<file path="config.mk">
export PLATFORM = sky130hd
export DESIGN_NAME = paged_address_relocation_protection
export DESIGN_NICKNAME = d
export VERILOG_FILES = /design/src/inc/mmu_pkg.sv /design/src/logic/page_check.sv /design/src/logic/paged_address_relocation_protection.sv
export VERILOG_INCLUDE_DIRS = /design/src /design/src/inc
export SDC_FILE = /design/constraint.sdc
export NUM_CORES = 2
export LEC_CHECK = 0
export BUFFER_PORTS_ARGS = -buffer_cell sky130_fd_sc_hd__buf_2
export CAP_MARGIN = 30
export CELL_PAD_IN_SITES_DETAIL_PLACEMENT = 1
export CELL_PAD_IN_SITES_GLOBAL_PLACEMENT = 1
export CORE_UTILIZATION = 37
export CTS_CLUSTER_DIAMETER = 50
export DETAILED_ROUTE_END_ITERATION = 8
export MAX_ROUTING_LAYER = met4
export PLACE_DENSITY = 0.64
export SETUP_SLACK_MARGIN = 0.5
export SYNTH_ARGS = -nofsm -noshare
export SYNTH_HDL_FRONTEND = slang
export SYNTH_SLANG_ARGS = --single-unit
export TNS_END_PERCENT = 100
</file>
<file path="constraint.sdc">
create_clock -name i_ref_clk -period 86.5 [get_ports i_ref_clk]
set_input_delay 17.3 -clock i_ref_clk [delete_from_list [all_inputs] [get_ports i_ref_clk]]
set_output_delay 17.3 -clock i_ref_clk [all_outputs]
set_load 0.1 [all_outputs]
</file>
<file path="src/inc/mmu_map.svh">
// Constants of the paged relocation and protection unit: offsets, fields, keys, codes.
// Assumes inclusion by bare name from the package and the design modules.
`ifndef MMU_MAP_SVH
`define MMU_MAP_SVH

// Register port addressing
`define REG_AW        8
`define RA_PAGE_BIT   7
`define RA_BASE_BIT   6
`define RA_MODE_HI    5
`define RA_MODE_LO    4
`define RA_LOW_HI     3
`define RA_STATUS     8'h80
`define RA_DSPACE     8'h81

// Storage shape: three modes, two spaces, eight pages
`define SLOT_W        6
`define SLOTS         48

// Descriptor fields
`define PD_LEN_HI     14
`define PD_LEN_LO     8
`define PD_ACC        7
`define PD_WR         6
`define PD_ED         3
`define PD_KEY_HI     2
`define PD_KEY_LO     0
`define PD_WMASK      16'h7fcf
`define PD_RESET      16'h0000
`define PB_RESET      12'h000

// Main status fields
`define ST_NONRES     15
`define ST_LEN        14
`define ST_RO         13
`define ST_TRAP       12
`define ST_TRAP_EN    9
`define ST_MAINT      8
`define ST_MODE_HI    6
`define ST_MODE_LO    5
`define ST_SPACE      4
`define ST_PAGE_HI    3
`define ST_PAGE_LO    1
`define ST_ENABLE     0
`define ST_WMASK      16'hf301
`define ST_RESET      16'h0000
`define DSP_RESET     3'h0
`define DSP_USER      0
`define DSP_SUP       1
`define DSP_KERN      2

// Access control keys
`define KEY_RO_TRAP   3'h1
`define KEY_RO        3'h2
`define KEY_RW_TRAP   3'h4
`define KEY_RW_TRAPW  3'h5
`define KEY_ABS0      3'h0
`define KEY_ABS3      3'h3
`define KEY_ABS7      3'h7

// Processor modes
`define MODE_KERNEL   2'h0
`define MODE_SUP      2'h1
`define MODE_BAD      2'h2
`define MODE_USER     2'h3

// Virtual address fields and relocation
`define VA_PAGE_HI    15
`define VA_PAGE_LO    13
`define VA_BLK_HI     12
`define VA_BLK_LO     6
`define VA_OFF_HI     12
`define BLOCK_SHIFT   6
`define PA_W          18
`define FAULT_VECTOR  16'h00a8

`endif

</file>
<file path="src/inc/mmu_pkg.sv">
// Types shared by the relocation unit and its page check.
// Assumes the constant header is on the include path.
`include "mmu_map.svh"
package mmu_pkg;
  typedef logic [15:0]          word_t;
  typedef logic [`PA_W-1:0]     phys_t;
  typedef logic [6:0]           block_t;
  typedef logic [2:0]           key_t;
  typedef logic [`SLOT_W-1:0]   slot_t;
endpackage

</file>
<file path="src/logic/page_check.sv">
// Page check: judges one reference against one page descriptor.
// Assumes the caller applies the enable bit and the mode check itself.
`include "mmu_map.svh"
module page_check (
  input  wire logic           i_write,
  input  wire mmu_pkg::word_t  i_desc,
  input  wire mmu_pkg::block_t i_block,
  output logic                o_key_absent,
  output logic                o_len_err,
  output logic                o_ro_err,
  output logic                o_trap_cond
);
  // Descriptor fields
  wire mmu_pkg::key_t   key       = i_desc[`PD_KEY_HI:`PD_KEY_LO];
  wire mmu_pkg::block_t limit     = i_desc[`PD_LEN_HI:`PD_LEN_LO];
  wire                  expand_dn = i_desc[`PD_ED];
  // Page length test in either expansion direction
  assign o_len_err = expand_dn ? (i_block < limit)  // see [RQ11] see [RQ12]
                               : (i_block > limit); // see [RQ5] see [RQ10]
  // Key decoding
  assign o_key_absent = (key == `KEY_ABS0) | (key == `KEY_ABS3) | (key == `KEY_ABS7);
  assign o_ro_err     = i_write & ((key == `KEY_RO_TRAP) | (key == `KEY_RO)); // see [RQ8]
  assign o_trap_cond  = i_write ? ((key == `KEY_RW_TRAP) | (key == `KEY_RW_TRAPW))
                                : ((key == `KEY_RO_TRAP) | (key == `KEY_RW_TRAP)); // see [RQ9]
endmodule

</file>
<file path="src/logic/paged_address_relocation_protection.sv">
// Paged relocation and protection unit: page registers, translation, aborts, traps.
// Assumes a core that holds i_req_* for one cycle per reference, synchronous to i_ref_clk.
//
// Overview of operation
// [RQ1] Eight I and D page pairs per mode
// [RQ2] A page spans one to 128 blocks
// [RQ3] Top three address bits select the page
// [RQ4] Page start is base times 64 bytes
// [RQ5] Upward page beyond length field aborts
// [RQ6] Key violation or trapped reference sets accessed
// [RQ7] Written flag records any page modification
// [RQ8] Write to read-only page aborts
// [RQ9] Trapping read completes, then trap follows
// [RQ10] Clear direction flag grows page upward
// [RQ11] Set direction flag grows page downward
// [RQ12] Downward page below length field aborts
// [RQ13] Software loads page registers before use
// [RQ14] Every page base is independent
// [RQ15] Block index is address bits 12..6
// [RQ16] Enable bit zero passes addresses through
// [RQ17] Length abort sets status bit 14
// [RQ18] Real trap only when trap enable set
// [RQ19] Physical address is shifted base plus offset
// [RQ20] Aborted references make no memory cycle
//
// Chosen here: the plain strobed port and the register offsets.
`include "mmu_map.svh"
module paged_address_relocation_protection #(
  parameter int BASE_W = 12
) (
  input  wire logic                    i_ref_clk,
  input  wire logic                    i_rst,
  input  wire logic                    i_clk_en,
  input  wire logic [`REG_AW-1:0]      i_reg_addr,
  input  wire mmu_pkg::word_t          i_reg_wdata,
  input  wire logic                    i_reg_wr,
  input  wire logic                    i_reg_rd,
  output mmu_pkg::word_t               o_reg_rdata,
  input  wire logic                    i_req_valid,
  input  wire mmu_pkg::word_t          i_req_va,
  input  wire logic                    i_req_write,
  input  wire logic [1:0]              i_req_mode,
  input  wire logic                    i_req_dspace,
  output logic                         o_mem_req,
  output logic                         o_mem_write,
  output mmu_pkg::phys_t               o_mem_pa,
  output logic                         o_abort,
  output logic                         o_trap,
  output mmu_pkg::word_t               o_fault_vector
);

  // Mode code to storage group: kernel, supervisor, user
  function automatic logic [1:0] mode_group(input logic [1:0] m);
    case (m)
      `MODE_KERNEL: mode_group = 2'h0;
      `MODE_SUP:    mode_group = 2'h1;
      default:      mode_group = 2'h2;
    endcase
  endfunction

  // Descriptor after a software write and hardware flag logging
  function automatic mmu_pkg::word_t desc_update(input mmu_pkg::word_t old_val,
                                                 input logic wr, input mmu_pkg::word_t wdata,
                                                 input logic set_a, input logic set_w);
    mmu_pkg::word_t v;
    v = wr ? (wdata & `PD_WMASK) : old_val;
    v[`PD_ACC] = v[`PD_ACC] | set_a;
    v[`PD_WR]  = v[`PD_WR] | set_w;
    desc_update = v;
  endfunction

  // Page register storage, one slot per mode, space and page
  mmu_pkg::word_t    desc_reg [0:`SLOTS-1]; // see [RQ1]
  logic [BASE_W-1:0] base_reg [0:`SLOTS-1];
  mmu_pkg::word_t    status_reg;
  mmu_pkg::word_t    status_next;
  logic [2:0]        dsp_reg;
  mmu_pkg::word_t    rdata_reg;
  logic              mem_req_reg;
  logic              mem_write_reg;
  mmu_pkg::phys_t    mem_pa_reg;
  logic              abort_reg;
  logic              trap_pend_reg;
  logic              trap_reg;
  mmu_pkg::word_t    vector_reg;

  // Register port decode
  wire [1:0]        reg_mode    = i_reg_addr[`RA_MODE_HI:`RA_MODE_LO];
  wire              reg_page    = ~i_reg_addr[`RA_PAGE_BIT] & (reg_mode != `MODE_BAD);
  wire              reg_is_base = i_reg_addr[`RA_BASE_BIT];
  wire mmu_pkg::slot_t reg_slot = {mode_group(reg_mode), i_reg_addr[`RA_LOW_HI:0]};
  wire              desc_wr     = i_reg_wr & reg_page & ~reg_is_base;
  wire              base_wr     = i_reg_wr & reg_page & reg_is_base;
  wire              status_wr   = i_reg_wr & (i_reg_addr == `RA_STATUS);
  wire              dsp_wr      = i_reg_wr & (i_reg_addr == `RA_DSPACE);

  // Read data selection, unmapped addresses read zero
  wire mmu_pkg::word_t page_rd  = reg_is_base ? {{(16-BASE_W){1'b0}}, base_reg[reg_slot]}
                                              : desc_reg[reg_slot];
  wire mmu_pkg::word_t rd_value = reg_page                     ? page_rd :
                                  (i_reg_addr == `RA_STATUS)   ? status_reg :
                                  (i_reg_addr == `RA_DSPACE)   ? {13'h0000, dsp_reg} :
                                  16'h0000;

  // Request side page selection
  wire [1:0]        req_group = mode_group(i_req_mode);
  wire              dsp_on    = (req_group == 2'h0) ? dsp_reg[`DSP_KERN] :
                                (req_group == 2'h1) ? dsp_reg[`DSP_SUP] : dsp_reg[`DSP_USER];
  wire              req_dsel  = i_req_dspace & dsp_on;
  wire [2:0]        req_page  = i_req_va[`VA_PAGE_HI:`VA_PAGE_LO]; // see [RQ3]
  wire mmu_pkg::slot_t req_slot = {req_group, req_dsel, req_page}; // see [RQ1]
  wire mmu_pkg::word_t req_desc = desc_reg[req_slot];
  wire mmu_pkg::block_t req_blk = i_req_va[`VA_BLK_HI:`VA_BLK_LO]; // see [RQ15]
  wire [BASE_W-1:0] req_base  = base_reg[req_slot]; // see [RQ14]

  // Per-page judgement
  logic key_absent;
  logic len_err;
  logic ro_err;
  logic trap_cond;
  page_check u_page_check (
    .i_write      (i_req_write),
    .i_desc       (req_desc),
    .i_block      (req_blk),
    .o_key_absent (key_absent),
    .o_len_err    (len_err),
    .o_ro_err     (ro_err),
    .o_trap_cond  (trap_cond)
  );

  // Fault classification, only while relocating
  wire reloc     = status_reg[`ST_ENABLE]; // see [RQ16]
  wire mode_bad  = i_req_mode == `MODE_BAD;
  wire take      = i_clk_en & i_req_valid;
  wire f_nonres  = reloc & (mode_bad | key_absent);
  wire f_len     = reloc & ~mode_bad & len_err; // see [RQ5] see [RQ12]
  wire f_ro      = reloc & ~mode_bad & ~key_absent & ro_err; // see [RQ8]
  wire aborted   = f_nonres | f_len | f_ro;
  wire f_trap    = reloc & ~aborted & trap_cond;
  wire trap_fire = take & f_trap & status_reg[`ST_TRAP_EN]; // see [RQ18]
  wire key_viol  = reloc & ~mode_bad & (key_absent | ro_err);
  wire set_acc   = take & (key_viol | f_trap); // see [RQ6]
  wire set_wr    = take & reloc & ~aborted & i_req_write; // see [RQ7]
  wire frozen    = |status_reg[`ST_NONRES:`ST_RO];

  // Address formation: base in 64-byte blocks plus in-page offset
  wire mmu_pkg::phys_t base_pa  = {base_reg[req_slot], {`BLOCK_SHIFT{1'b0}}}; // see [RQ4]
  wire mmu_pkg::phys_t off_pa   = {{(`PA_W-`VA_OFF_HI-1){1'b0}}, i_req_va[`VA_OFF_HI:0]};
  wire mmu_pkg::phys_t reloc_pa = base_pa + off_pa; // see [RQ19] see [RQ2]
  wire mmu_pkg::phys_t next_pa  = reloc ? reloc_pa
                                        : {{(`PA_W-16){1'b0}}, i_req_va}; // see [RQ16]

  // Main status next value; hardware events win over a software clear
  always_comb begin
    status_next = status_reg;
    if (status_wr) begin
      status_next = (status_reg & ~`ST_WMASK) | (i_reg_wdata & `ST_WMASK);
    end
    if (take) begin
      status_next[`ST_NONRES] = status_next[`ST_NONRES] | f_nonres;
      status_next[`ST_LEN]    = status_next[`ST_LEN] | f_len; // see [RQ17]
      status_next[`ST_RO]     = status_next[`ST_RO] | f_ro;
      status_next[`ST_TRAP]   = status_next[`ST_TRAP] | f_trap;
    end
    if (take && !frozen && (aborted || f_trap)) begin
      status_next[`ST_MODE_HI:`ST_MODE_LO] = i_req_mode;
      status_next[`ST_SPACE]               = req_dsel;
      status_next[`ST_PAGE_HI:`ST_PAGE_LO] = req_page;
    end
  end

  // Descriptor storage with flag logging
  always_ff @(posedge i_ref_clk or posedge i_rst) begin
    if (i_rst) begin
      for (int i = 0; i < `SLOTS; i++) begin
        desc_reg[i] <= `PD_RESET;
      end
    end else if (i_clk_en) begin
      for (int i = 0; i < `SLOTS; i++) begin
        desc_reg[i] <= desc_update(desc_reg[i], desc_wr && (reg_slot == 6'(i)), i_reg_wdata,
                                   set_acc && (req_slot == 6'(i)),
                                   set_wr && (req_slot == 6'(i))); // see [RQ6] see [RQ7]
      end
    end
  end

  // Base storage, any value per page
  always_ff @(posedge i_ref_clk or posedge i_rst) begin
    if (i_rst) begin
      for (int i = 0; i < `SLOTS; i++) begin
        base_reg[i] <= `PB_RESET;
      end
    end else if (i_clk_en && base_wr) begin
      base_reg[reg_slot] <= i_reg_wdata[BASE_W-1:0]; // see [RQ14]
    end
  end

  // Status, space enable and read data
  always_ff @(posedge i_ref_clk or posedge i_rst) begin
    if (i_rst) begin
      status_reg <= `ST_RESET;
      dsp_reg    <= `DSP_RESET;
      rdata_reg  <= 16'h0000;
    end else if (i_clk_en) begin
      status_reg <= status_next;
      if (dsp_wr) begin
        dsp_reg <= i_reg_wdata[2:0];
      end
      rdata_reg <= i_reg_rd ? rd_value : 16'h0000;
    end
  end

  // Memory cycle and fault outputs
  always_ff @(posedge i_ref_clk or posedge i_rst) begin
    if (i_rst) begin
      mem_req_reg   <= 1'b0;
      mem_write_reg <= 1'b0;
      mem_pa_reg    <= '0;
      abort_reg     <= 1'b0;
      trap_pend_reg <= 1'b0;
      trap_reg      <= 1'b0;
      vector_reg    <= 16'h0000;
    end else if (i_clk_en) begin
      mem_req_reg   <= take & ~aborted; // see [RQ20]
      mem_write_reg <= take & ~aborted & i_req_write;
      abort_reg     <= take & aborted;
      trap_pend_reg <= trap_fire;
      trap_reg      <= trap_pend_reg; // see [RQ9]
      if (take) begin
        mem_pa_reg <= next_pa;
      end
      if ((take && aborted) || trap_fire) begin
        vector_reg <= `FAULT_VECTOR;
      end
    end
  end

  assign o_reg_rdata    = rdata_reg;
  assign o_mem_req      = mem_req_reg;
  assign o_mem_write    = mem_write_reg;
  assign o_mem_pa       = mem_pa_reg;
  assign o_abort        = abort_reg;
  assign o_trap         = trap_reg;
  assign o_fault_vector = vector_reg;

  // Checks on the translation and protection behaviour
  chk_abort_no_cycle: assert property (@(posedge i_ref_clk) disable iff (i_rst) // see [RQ20]
    o_abort |-> !o_mem_req && !o_mem_write)
    else $error("aborted reference produced a memory cycle");

  chk_len_up_abort: assert property (@(posedge i_ref_clk) disable iff (i_rst) // see [RQ5]
    take && reloc && !mode_bad && !req_desc[`PD_ED] && (req_blk > req_desc[`PD_LEN_HI:`PD_LEN_LO])
    |=> o_abort && status_reg[`ST_LEN] && o_fault_vector == `FAULT_VECTOR)
    else $error("upward page overrun not aborted");

  chk_len_down_abort: assert property (@(posedge i_ref_clk) disable iff (i_rst) // see [RQ12]
    take && reloc && !mode_bad && req_desc[`PD_ED] && (req_blk < req_desc[`PD_LEN_HI:`PD_LEN_LO])
    |=> o_abort && status_reg[`ST_LEN])
    else $error("downward page underrun not aborted");

  chk_down_in_range: assert property (@(posedge i_ref_clk) disable iff (i_rst) // see [RQ11]
    take && reloc && !mode_bad && req_desc[`PD_ED] && !key_absent && !ro_err &&
    (req_blk >= req_desc[`PD_LEN_HI:`PD_LEN_LO]) |=> o_mem_req)
    else $error("downward page reference inside range refused");

  chk_ro_write: assert property (@(posedge i_ref_clk) disable iff (i_rst) // see [RQ8]
    take && reloc && !mode_bad && i_req_write &&
    (req_desc[`PD_KEY_HI:`PD_KEY_LO] == `KEY_RO) |=> o_abort && status_reg[`ST_RO])
    else $error("write to read-only page not aborted");

  chk_trap_after: assert property (@(posedge i_ref_clk) disable iff (i_rst) // see [RQ9]
    (trap_fire && !i_req_write ##1 i_clk_en) |-> o_mem_req && !o_trap ##1 o_trap)
    else $error("read trap not after completed read");

  chk_trap_gated: assert property (@(posedge i_ref_clk) disable iff (i_rst) // see [RQ18]
    take && f_trap && !status_reg[`ST_TRAP_EN] && !trap_pend_reg |=> ##1 !o_trap)
    else $error("trap raised while traps disabled");

  chk_pass_through: assert property (@(posedge i_ref_clk) disable iff (i_rst) // see [RQ16]
    take && !reloc |=> o_mem_req && !o_abort && o_mem_pa == {2'b00, $past(i_req_va)})
    else $error("disabled unit altered or refused an address");

  chk_pa_form: assert property (@(posedge i_ref_clk) disable iff (i_rst) // see [RQ19]
    take && reloc && !aborted
    |=> o_mem_pa == ({$past(req_base), 6'h00} + {5'h00, $past(i_req_va[`VA_OFF_HI:0])}))
    else $error("physical address not base times 64 plus offset");

  chk_written_flag: assert property (@(posedge i_ref_clk) disable iff (i_rst) // see [RQ7]
    set_wr |=> desc_reg[$past(req_slot)][`PD_WR])
    else $error("written flag not set after page write");

  chk_access_flag: assert property (@(posedge i_ref_clk) disable iff (i_rst) // see [RQ6]
    take && key_viol |=> desc_reg[$past(req_slot)][`PD_ACC])
    else $error("accessed flag not set on key violation");

  // Outcome, selection and trap checks
  chk_one_outcome: assert property (@(posedge i_ref_clk) disable iff (i_rst) // see [RQ20]
    take
    |=> o_mem_req != o_abort)
    else $error("reference gave neither or both of grant and abort");

  chk_idle_quiet: assert property (@(posedge i_ref_clk) disable iff (i_rst) // see [RQ20]
    i_clk_en && !i_req_valid
    |=> !o_mem_req && !o_abort)
    else $error("memory cycle or abort without a reference");

  chk_nonres_flag: assert property (@(posedge i_ref_clk) disable iff (i_rst) // see [RQ6]
    take && reloc && !mode_bad && key_absent
    |=> o_abort && desc_reg[$past(req_slot)][`PD_ACC])
    else $error("absent key not aborted or not logged");

  chk_bad_mode: assert property (@(posedge i_ref_clk) disable iff (i_rst) // see [RQ20]
    take && reloc && mode_bad
    |=> o_abort && !o_mem_req && status_reg[`ST_NONRES])
    else $error("illegal mode reference not aborted");

  chk_up_in_range: assert property (@(posedge i_ref_clk) disable iff (i_rst) // see [RQ10]
    take && reloc && !mode_bad && !req_desc[`PD_ED] && !key_absent && !ro_err &&
    (req_blk <= req_desc[`PD_LEN_HI:`PD_LEN_LO]) |=> o_mem_req)
    else $error("upward page reference inside range refused");

  chk_trap_vector: assert property (@(posedge i_ref_clk) disable iff (i_rst) // see [RQ18]
    take && f_trap && status_reg[`ST_TRAP_EN]
    |=> o_fault_vector == `FAULT_VECTOR)
    else $error("enabled trap left the fault vector unset");

  chk_trap_logged: assert property (@(posedge i_ref_clk) disable iff (i_rst) // see [RQ18]
    take && f_trap
    |=> status_reg[`ST_TRAP])
    else $error("trap condition not logged in status");

  chk_off_no_trap: assert property (@(posedge i_ref_clk) disable iff (i_rst) // see [RQ16]
    take && !reloc
    |=> ##1 !o_trap)
    else $error("trap raised while relocation disabled");

  chk_base_origin: assert property (@(posedge i_ref_clk) disable iff (i_rst) // see [RQ4]
    take && reloc && !aborted && (i_req_va[`VA_OFF_HI:0] == '0)
    |=> o_mem_pa == {$past(req_base), {`BLOCK_SHIFT{1'b0}}})
    else $error("page origin not base times 64");

  chk_space_select: assert property (@(posedge i_ref_clk) disable iff (i_rst) // see [RQ1]
    take && !i_req_dspace
    |-> !req_dsel)
    else $error("instruction reference used data registers");

  chk_page_index: assert property (@(posedge i_ref_clk) disable iff (i_rst) // see [RQ3]
    take
    |-> req_page == i_req_va[`VA_PAGE_HI:`VA_PAGE_LO])
    else $error("page index not taken from top address bits");

endmodule
</file>
# --- Yosys cells after proc, flatten, opt, wreduce, memory -nomap -nowiden ---
# Index checks and enable logic that the tools add are counted.
op_classes:
  magnitude_cmp: 5
  add_sub_neg: 1
  n_eq_ne: 107
  n_bitwise: 144
  muxes: 78
  reduce_logical: 213
op_table:
  columns: ["operator", "n"]
  rows:
  - ["$bwmux 576", 1]
  - ["$mux 8", 48]
  - ["$bmux 16 s6", 2]
  - ["$eq 6x5->1 const B", 32]
  - ["$eq 6x6->1 const B", 32]
  - ["$logic_and 1x1->1", 149]
  - ["$bmux 12 s6", 2]
  - ["$mux 16", 7]
  - ["$or 1x1->1", 110]
  - ["$reduce_and 2->1", 53]
  - ["$eq 6x4->1 const B", 16]
  - ["$demux 12 s6", 1]
  - ["$mux 12", 5]
  - ["$eq 6x3->1 const B", 8]
  - ["$mux 15", 2]
  - ["$and 1x1->1", 26]
  - ["$eq 6x2->1 const B", 4]
  - ["$add 18x13->18", 1]
  - ["$mux 18", 1]
  - ["$eq 8x8->1 const B", 2]
  - ["$or 12x16->16", 1]
  - ["$ge 7x7->1 const B", 2]
  - ["$not 6->7", 2]
  - ["$eq 6x1->1 const B", 2]
  - ["other kinds (22)", 39]
word_totals:
  wordCells: 704
  reg_bits: 1259
  inputBits: 50

# --- Logic depth before layout (Yosys ltp) ---
depth:
  word_depth: 24
  ltp_mapped: 27
  depth_no_buf: 17

# --- Cells and area by module ---
# From an unflattened synthesis, not the netlist that was laid out.
unflattened:
  hier_cells: 4664
  hier_area_um2: 68813.5
modules_own_cells:
  columns: ["module", "instances", "area_per_inst_um2", "cells_per_inst"]
  rows:
  - ["paged_address_relocation_protection", 1, 68577.0, 4631]
  - ["page_check", 1, 236.5, 33]

# --- Least setup slack after synthesis ---
# OpenSTA, ideal clock, no wires.
synth_path:
  path_kind: "in2reg"
  start: "input i_req_va[14]"
  end: "register status_reg[1]"
  required_ns: 86.375
  stages: 24
  path_slack_ns: 63.667
  arrival_time_ns: 22.708
  path_buffers: 8
  path_cell_list: "buf_2 > buf_2 > buf_6 > buf_2 > buf_2 > buf_2 > buf_1 > clkbuf_1 > mux4_2 > mux4_2 > nand2_1 > a21oi_1 > a21oi_1 > ha_1 > nor2b_1 > o21a_1 > o21a_1 > o21bai_1 > a2111o_1 > o21ai_0 > a211oi_4 > a21oi_1 > o21ai_4 > mux2_2"
synth_between:
  elab_chain_cells: 18
  word_cells_on_any_way: 37
  classes_between: "order compare (2); eq/ne (6); mux (6); bitwise (18); reduce/logical (5)"
synth_lines:
  columns: ["item", "line", "rtl"]
  rows:
  - ["start: declaration", "paged_address_relocation_protection.sv:40", "input wire mmu_pkg::word_t i_req_va,"]
  - ["$not 6->7 (implied by the code) (*)", "paged_address_relocation_protection.sv:112", "wire mmu_pkg::word_t req_desc = desc_reg[req_slot];"]
  - ["$bmux 16 s6 (*)", "paged_address_relocation_protection.sv:112", null]
  - ["$mux 15 (implied by the code) (*) (2 in a row)", "paged_address_relocation_protection.sv:112", null]
  - ["branches (longest 10 deep; another with $gt 7x7->1)", null, null]
  - ["$logic_or 1x1->1 (*)", "paged_address_relocation_protection.sv:165", "if (take && !frozen && (aborted || f_trap)) begin"]
  - ["$logic_and 1x1->1 (*)", "paged_address_relocation_protection.sv:165", null]
  - ["$reduce_bool 2->1 (no source line)", null, null]
  - ["$reduce_and 2->1 (no source line)", null, null]
  - ["end signal: assignment", "paged_address_relocation_protection.sv:201", "status_reg <= `ST_RESET;"]
  - ["end signal: assignment", "paged_address_relocation_protection.sv:205", "status_reg <= status_next;"]
  - ["end: declaration", "paged_address_relocation_protection.sv:75", "mmu_pkg::word_t status_reg;"]
# Every way passes the cells marked *. The select of a mux whose other input is x is not followed.
# A chain may end at the register's enable or synchronous reset.

# --- Worst setup path in the final report ---
layout_path:
  start: "input i_req_va[13]"
  end: "register desc_reg[326] (netlist bit)"
layout_between:
  elab_chain_cells: 16
  word_cells_on_any_way: 30
  classes_between: "order compare (2); eq/ne (5); mux (4); bitwise (17); reduce/logical (2)"
layout_lines:
  columns: ["item", "line", "rtl"]
  rows:
  - ["branches (longest 14 deep; another with $gt 7x7->1)", null, null]
  - ["$logic_and 1x1->1 (*)", "paged_address_relocation_protection.sv:182", "set_wr && (req_slot == 6'(i)));"]
  - ["$or 1x1->1 (*)", "paged_address_relocation_protection.sv:68", "v[`PD_WR] = v[`PD_WR] | set_w;"]
  - ["end signal: indexed assignment", "paged_address_relocation_protection.sv:176", "desc_reg[i] <= `PD_RESET;"]
  - ["end signal: indexed assignment", "paged_address_relocation_protection.sv:180", "desc_reg[i] <= desc_update(desc_reg[i], desc_wr && (reg_slot == 6'(i)), i_reg_wdata,"]
  - ["end: declaration", "paged_address_relocation_protection.sv:73", "mmu_pkg::word_t desc_reg [0:`SLOTS-1];"]
# Marks and branches as above.

==> results by group <==
Outcome
  • Status: completed

Worst setup path
  • Max incr delay on CP: 740 ps
  • Worst-case reg-to-reg path depth: 17
  • Critical path class: input port to flip-flop
  • Critical path arrival: 23280 ps
  • Crit path buf inv count: 3
  • Logic depth of the worst setup path including buffers: 17
  • Nature of the critical path startpoint: input port
  • Delay-heaviest family, CP: compound AO/OA/AOI/OAI gates
  • Launch point of the worst reg-to-reg path: dsp_reg[2]
  • Critical path origin: i_req_va[13]
  • CP max stage cell: buf_4
  • Critical Path RT: 87260 ps
  • Crit-path cells: buf_8 > buf_4 > buf_4 > mux4_2 > mux4_2 > nand2_1 > a21oi_1 > a21oi_1 > ha_1 > o21a_1 > o21bai_1 > a2111o_1 > o21ai_0 > a211oi_4 > nand2_4 > o311ai_1 > o211a_1
  • Worst setup EP type: flip-flop
  • Crit Path Max Fanout: just under 60

Power
  • Sw power: 394.5 uW
  • Sequential share of power: 41.3%
  • Clock network power share: between 40% and 50%
  • PwrDens: 19.26 nW/um^2
  • Cell Int Power: 1.103 mW
  • Power Total: 1.498 mW
  • Static Leak: 35.28 nW
  • Logic pwr share: 9.4%
  • Switching share of total power: 26.34%
  • VDD IR-drop max: 0.00001866 V

Detailed routing
  • Met2 wire len: 114100 microns
  • Drt total wl: between 200000 and 250000 microns
  • Top sig layer: met4
  • # DRC: 0
  • Via count: 43.47k
  • DR vias/cell: a little over 6
  • Wl on met1: 95510 microns
  • Final ANT Viol Nets: 0
  • First-pass DRT Iterations: 5
  • Drt first-iter violations: 3644
  • Met3 wire len: between 10000 and 15000 microns
  • Avg WL per Cell: between 30 and 40 microns

Synth
  • Synth cell types: 80
  • Post-synthesis register bit count: around 1.3k
  • Cell count after synthesis: about 4.6k
  • Synth warn: 0
  • Async SR Flop Fraction: 100.0%
  • Synth area leader: dfrtp_1
  • Most frequent cell after synthesis: dfrtp_1
  • Post-synthesis sequential area ratio: 45.98%
  • Most area-consuming cells after synthesis: dfrtp_1, mux4_2, mux2_2
  • Post-synth EDFFs: 0
  • Avg Synthesized Cell Area: 14.91 sq um
  • Share of the synthesized area in the top cell type: 45.98%
  • Synthesized area: 68350 sq um
  • Top cells by count, synth: dfrtp_1, mux2_2, mux4_2
  • Top_reg_cell synth: dfrtp_1

Flow run
  • Total of max-cap violations: 0

Global route
  • Vias in the first global route: about 47k
  • Largest net degree at the start of global routing: 163
  • Total track usage: around a quarter
  • Initial antenna violation count: 10
  • First-pass GRT wire length: 342100 microns
  • Gr ovfl total: 0

Clock network
  • Clk slew on worst S/H paths: about 60 ps
  • Setup Fix Bufs, Post-CTS: 0
  • CTS Hold Bufs: 0
  • CTS tree: done
  • Clock Path Buffers: 3
  • Post-CTS sizing: 0
  • Clock sinks: 1256
  • Root Driver: clkbuf_16
  • Clk Latency, worst-skew pair: 830 ps
  • H-tree depth: 4
  • Cts bufs inserted: between 150 and 200

STA
  • Setup TNS: 0 ps
  • Period minus WS final: 22520 ps
  • Max transition margin: 26.73%
  • Worst Skew: 28.37 ps
  • Final setup vio count: 0
  • Worst-Margin Slew: 1099 ps
  • Final Cycle Share: 26.03%
  • Fin. max-slew vios: 0
  • F_max: 0.04441 GHz
  • RSZ-0062 raised after global routing: false
  • Final hold violation count: 0

Die
  • Die Ht: between 400 and 500 microns
  • Initial Util: between 30% and 40%
  • Core box area: 183300 sq um
  • Chip width: about 430 microns
  • I/O pin count: 104
  • Die Area: approximately 190000 sq um
  • Row count: 157

Placed design
  • IO Port Bufs: 90
  • Placed cell area: 71610 sq um
  • Placer Congestion: between 0.8 and 0.9
  • Placed wire-length estimate: 146400 microns

Hold path
  • Hold Startpoint: o_mem_pa[10]
  • Hold Crit Class: flip-flop to flip-flop
  • Hold Path Depth: 2

Layout
  • Post-Layout Inst Area: 77760 sq um
  • Largest register FFs: 624
  • Layout cells sized above 1: 51.54%
  • Final nets: 4579
  • Synth-to-layout area growth: 13.76%
  • Fillers: 17.98k
-- logic make-up after synthesis --
| logic type | share of synthesized area [%] |
|---|---|
| other cells | 0.005486 |
| flops | 45.98 |
| buf+inv | 3.313 |
| mux | 43.10 |
| xor+xnor | 0.1538 |
| compound gates | 3.699 |
| fa+ha+maj | 0.2856 |
| simple gates | 3.458 |
-- area by class of cell --
type	instances	area [sq um]	area share, %
timing repair buffer	246	2562	3.295
tap	2464	3083	3.965
antenna	3	7.507	0.009655
inverter	18	75.07	0.09655
clock buffer	211	4522	5.815
clock inverter	89	1340	1.723
sequential	1256	31430	40.42
multi-input combinational	2829	34740	44.67
-- worst register-to-register path, stage by stage, from the launching register on --
cell	delay [ps]
dfrtp_1	480
mux2_4	420
o211ai_4	190
buf_4	560
buf_4	490
mux4_2	580
nand2_1	200
a21oi_1	100
a21oi_1	150
ha_1	260
o21a_1	110
o21bai_1	250
a2111o_1	180
o21ai_0	150
a211oi_4	400
nand2_4	410
o311ai_1	540
o211a_1	210
-- cell usage in the layout, fill, tap and decap left out, drive strengths merged, types with 31 or more instances in the layout --
master	count
mux2	1125
nand2	184
mux2i	56
inv	43
mux4	719
clkinv	31
a21oi	76
nand3	39
buf	245
dfrtp	1256
nor3	59
nor2	198
o21ai	66
clkbuf	212
-- metrics by stage --
| stage | hold slack (ps) | worst slack, ps | utilization, % | std cells |
|---|---|---|---|---|
| floorplan | 461.3 | 33810 | - | 4596 |
| CTS | 478.5 | 63720 | 42.27 | 7102 |
| global placement | 466.6 | 62860 | 38.58 | 6760 |
| detailed placement | 466.0 | 62850 | 39.07 | 6802 |
| finish | 474.5 | 63980 | 42.43 | 7116 |
| global route | 509.2 | 63570 | 42.42 | 7114 |
-- per-layer routing --
metal	global-route usage (%)	vias up
li1	-	17630
met1	33.18	24030
met2	41.21	1332
met3	3.428	473
met4	11.92	0
met5	-	-
-- path summary, 6_finish.rpt --
| path | endpoint | slack (ps) |
|---|---|---|
| setup / recovery | desc_reg[326] | 63980 |
| hold / removal | o_mem_pa[10] | 470 |
| setup reg to reg | desc_reg[326] | 80750 |
| hold reg to reg | o_mem_pa[10] | 470 |
| max in group asynchronous | o_mem_pa[2] | 66480 |
| min in group asynchronous | base_reg[200] | 16670 |
-- power groups by stage --
stage	clock [mW]	combinational [mW]	sequential, mW
finish	0.739	0.141	0.618
global route	0.772	0.149	0.620
CTS	0.751	0.141	0.618
detailed placement	0	0.141	0.628
global placement	0	0.137	0.627
floorplan	0	0.0907	0.635
Power figures use the tool's default switching activity.
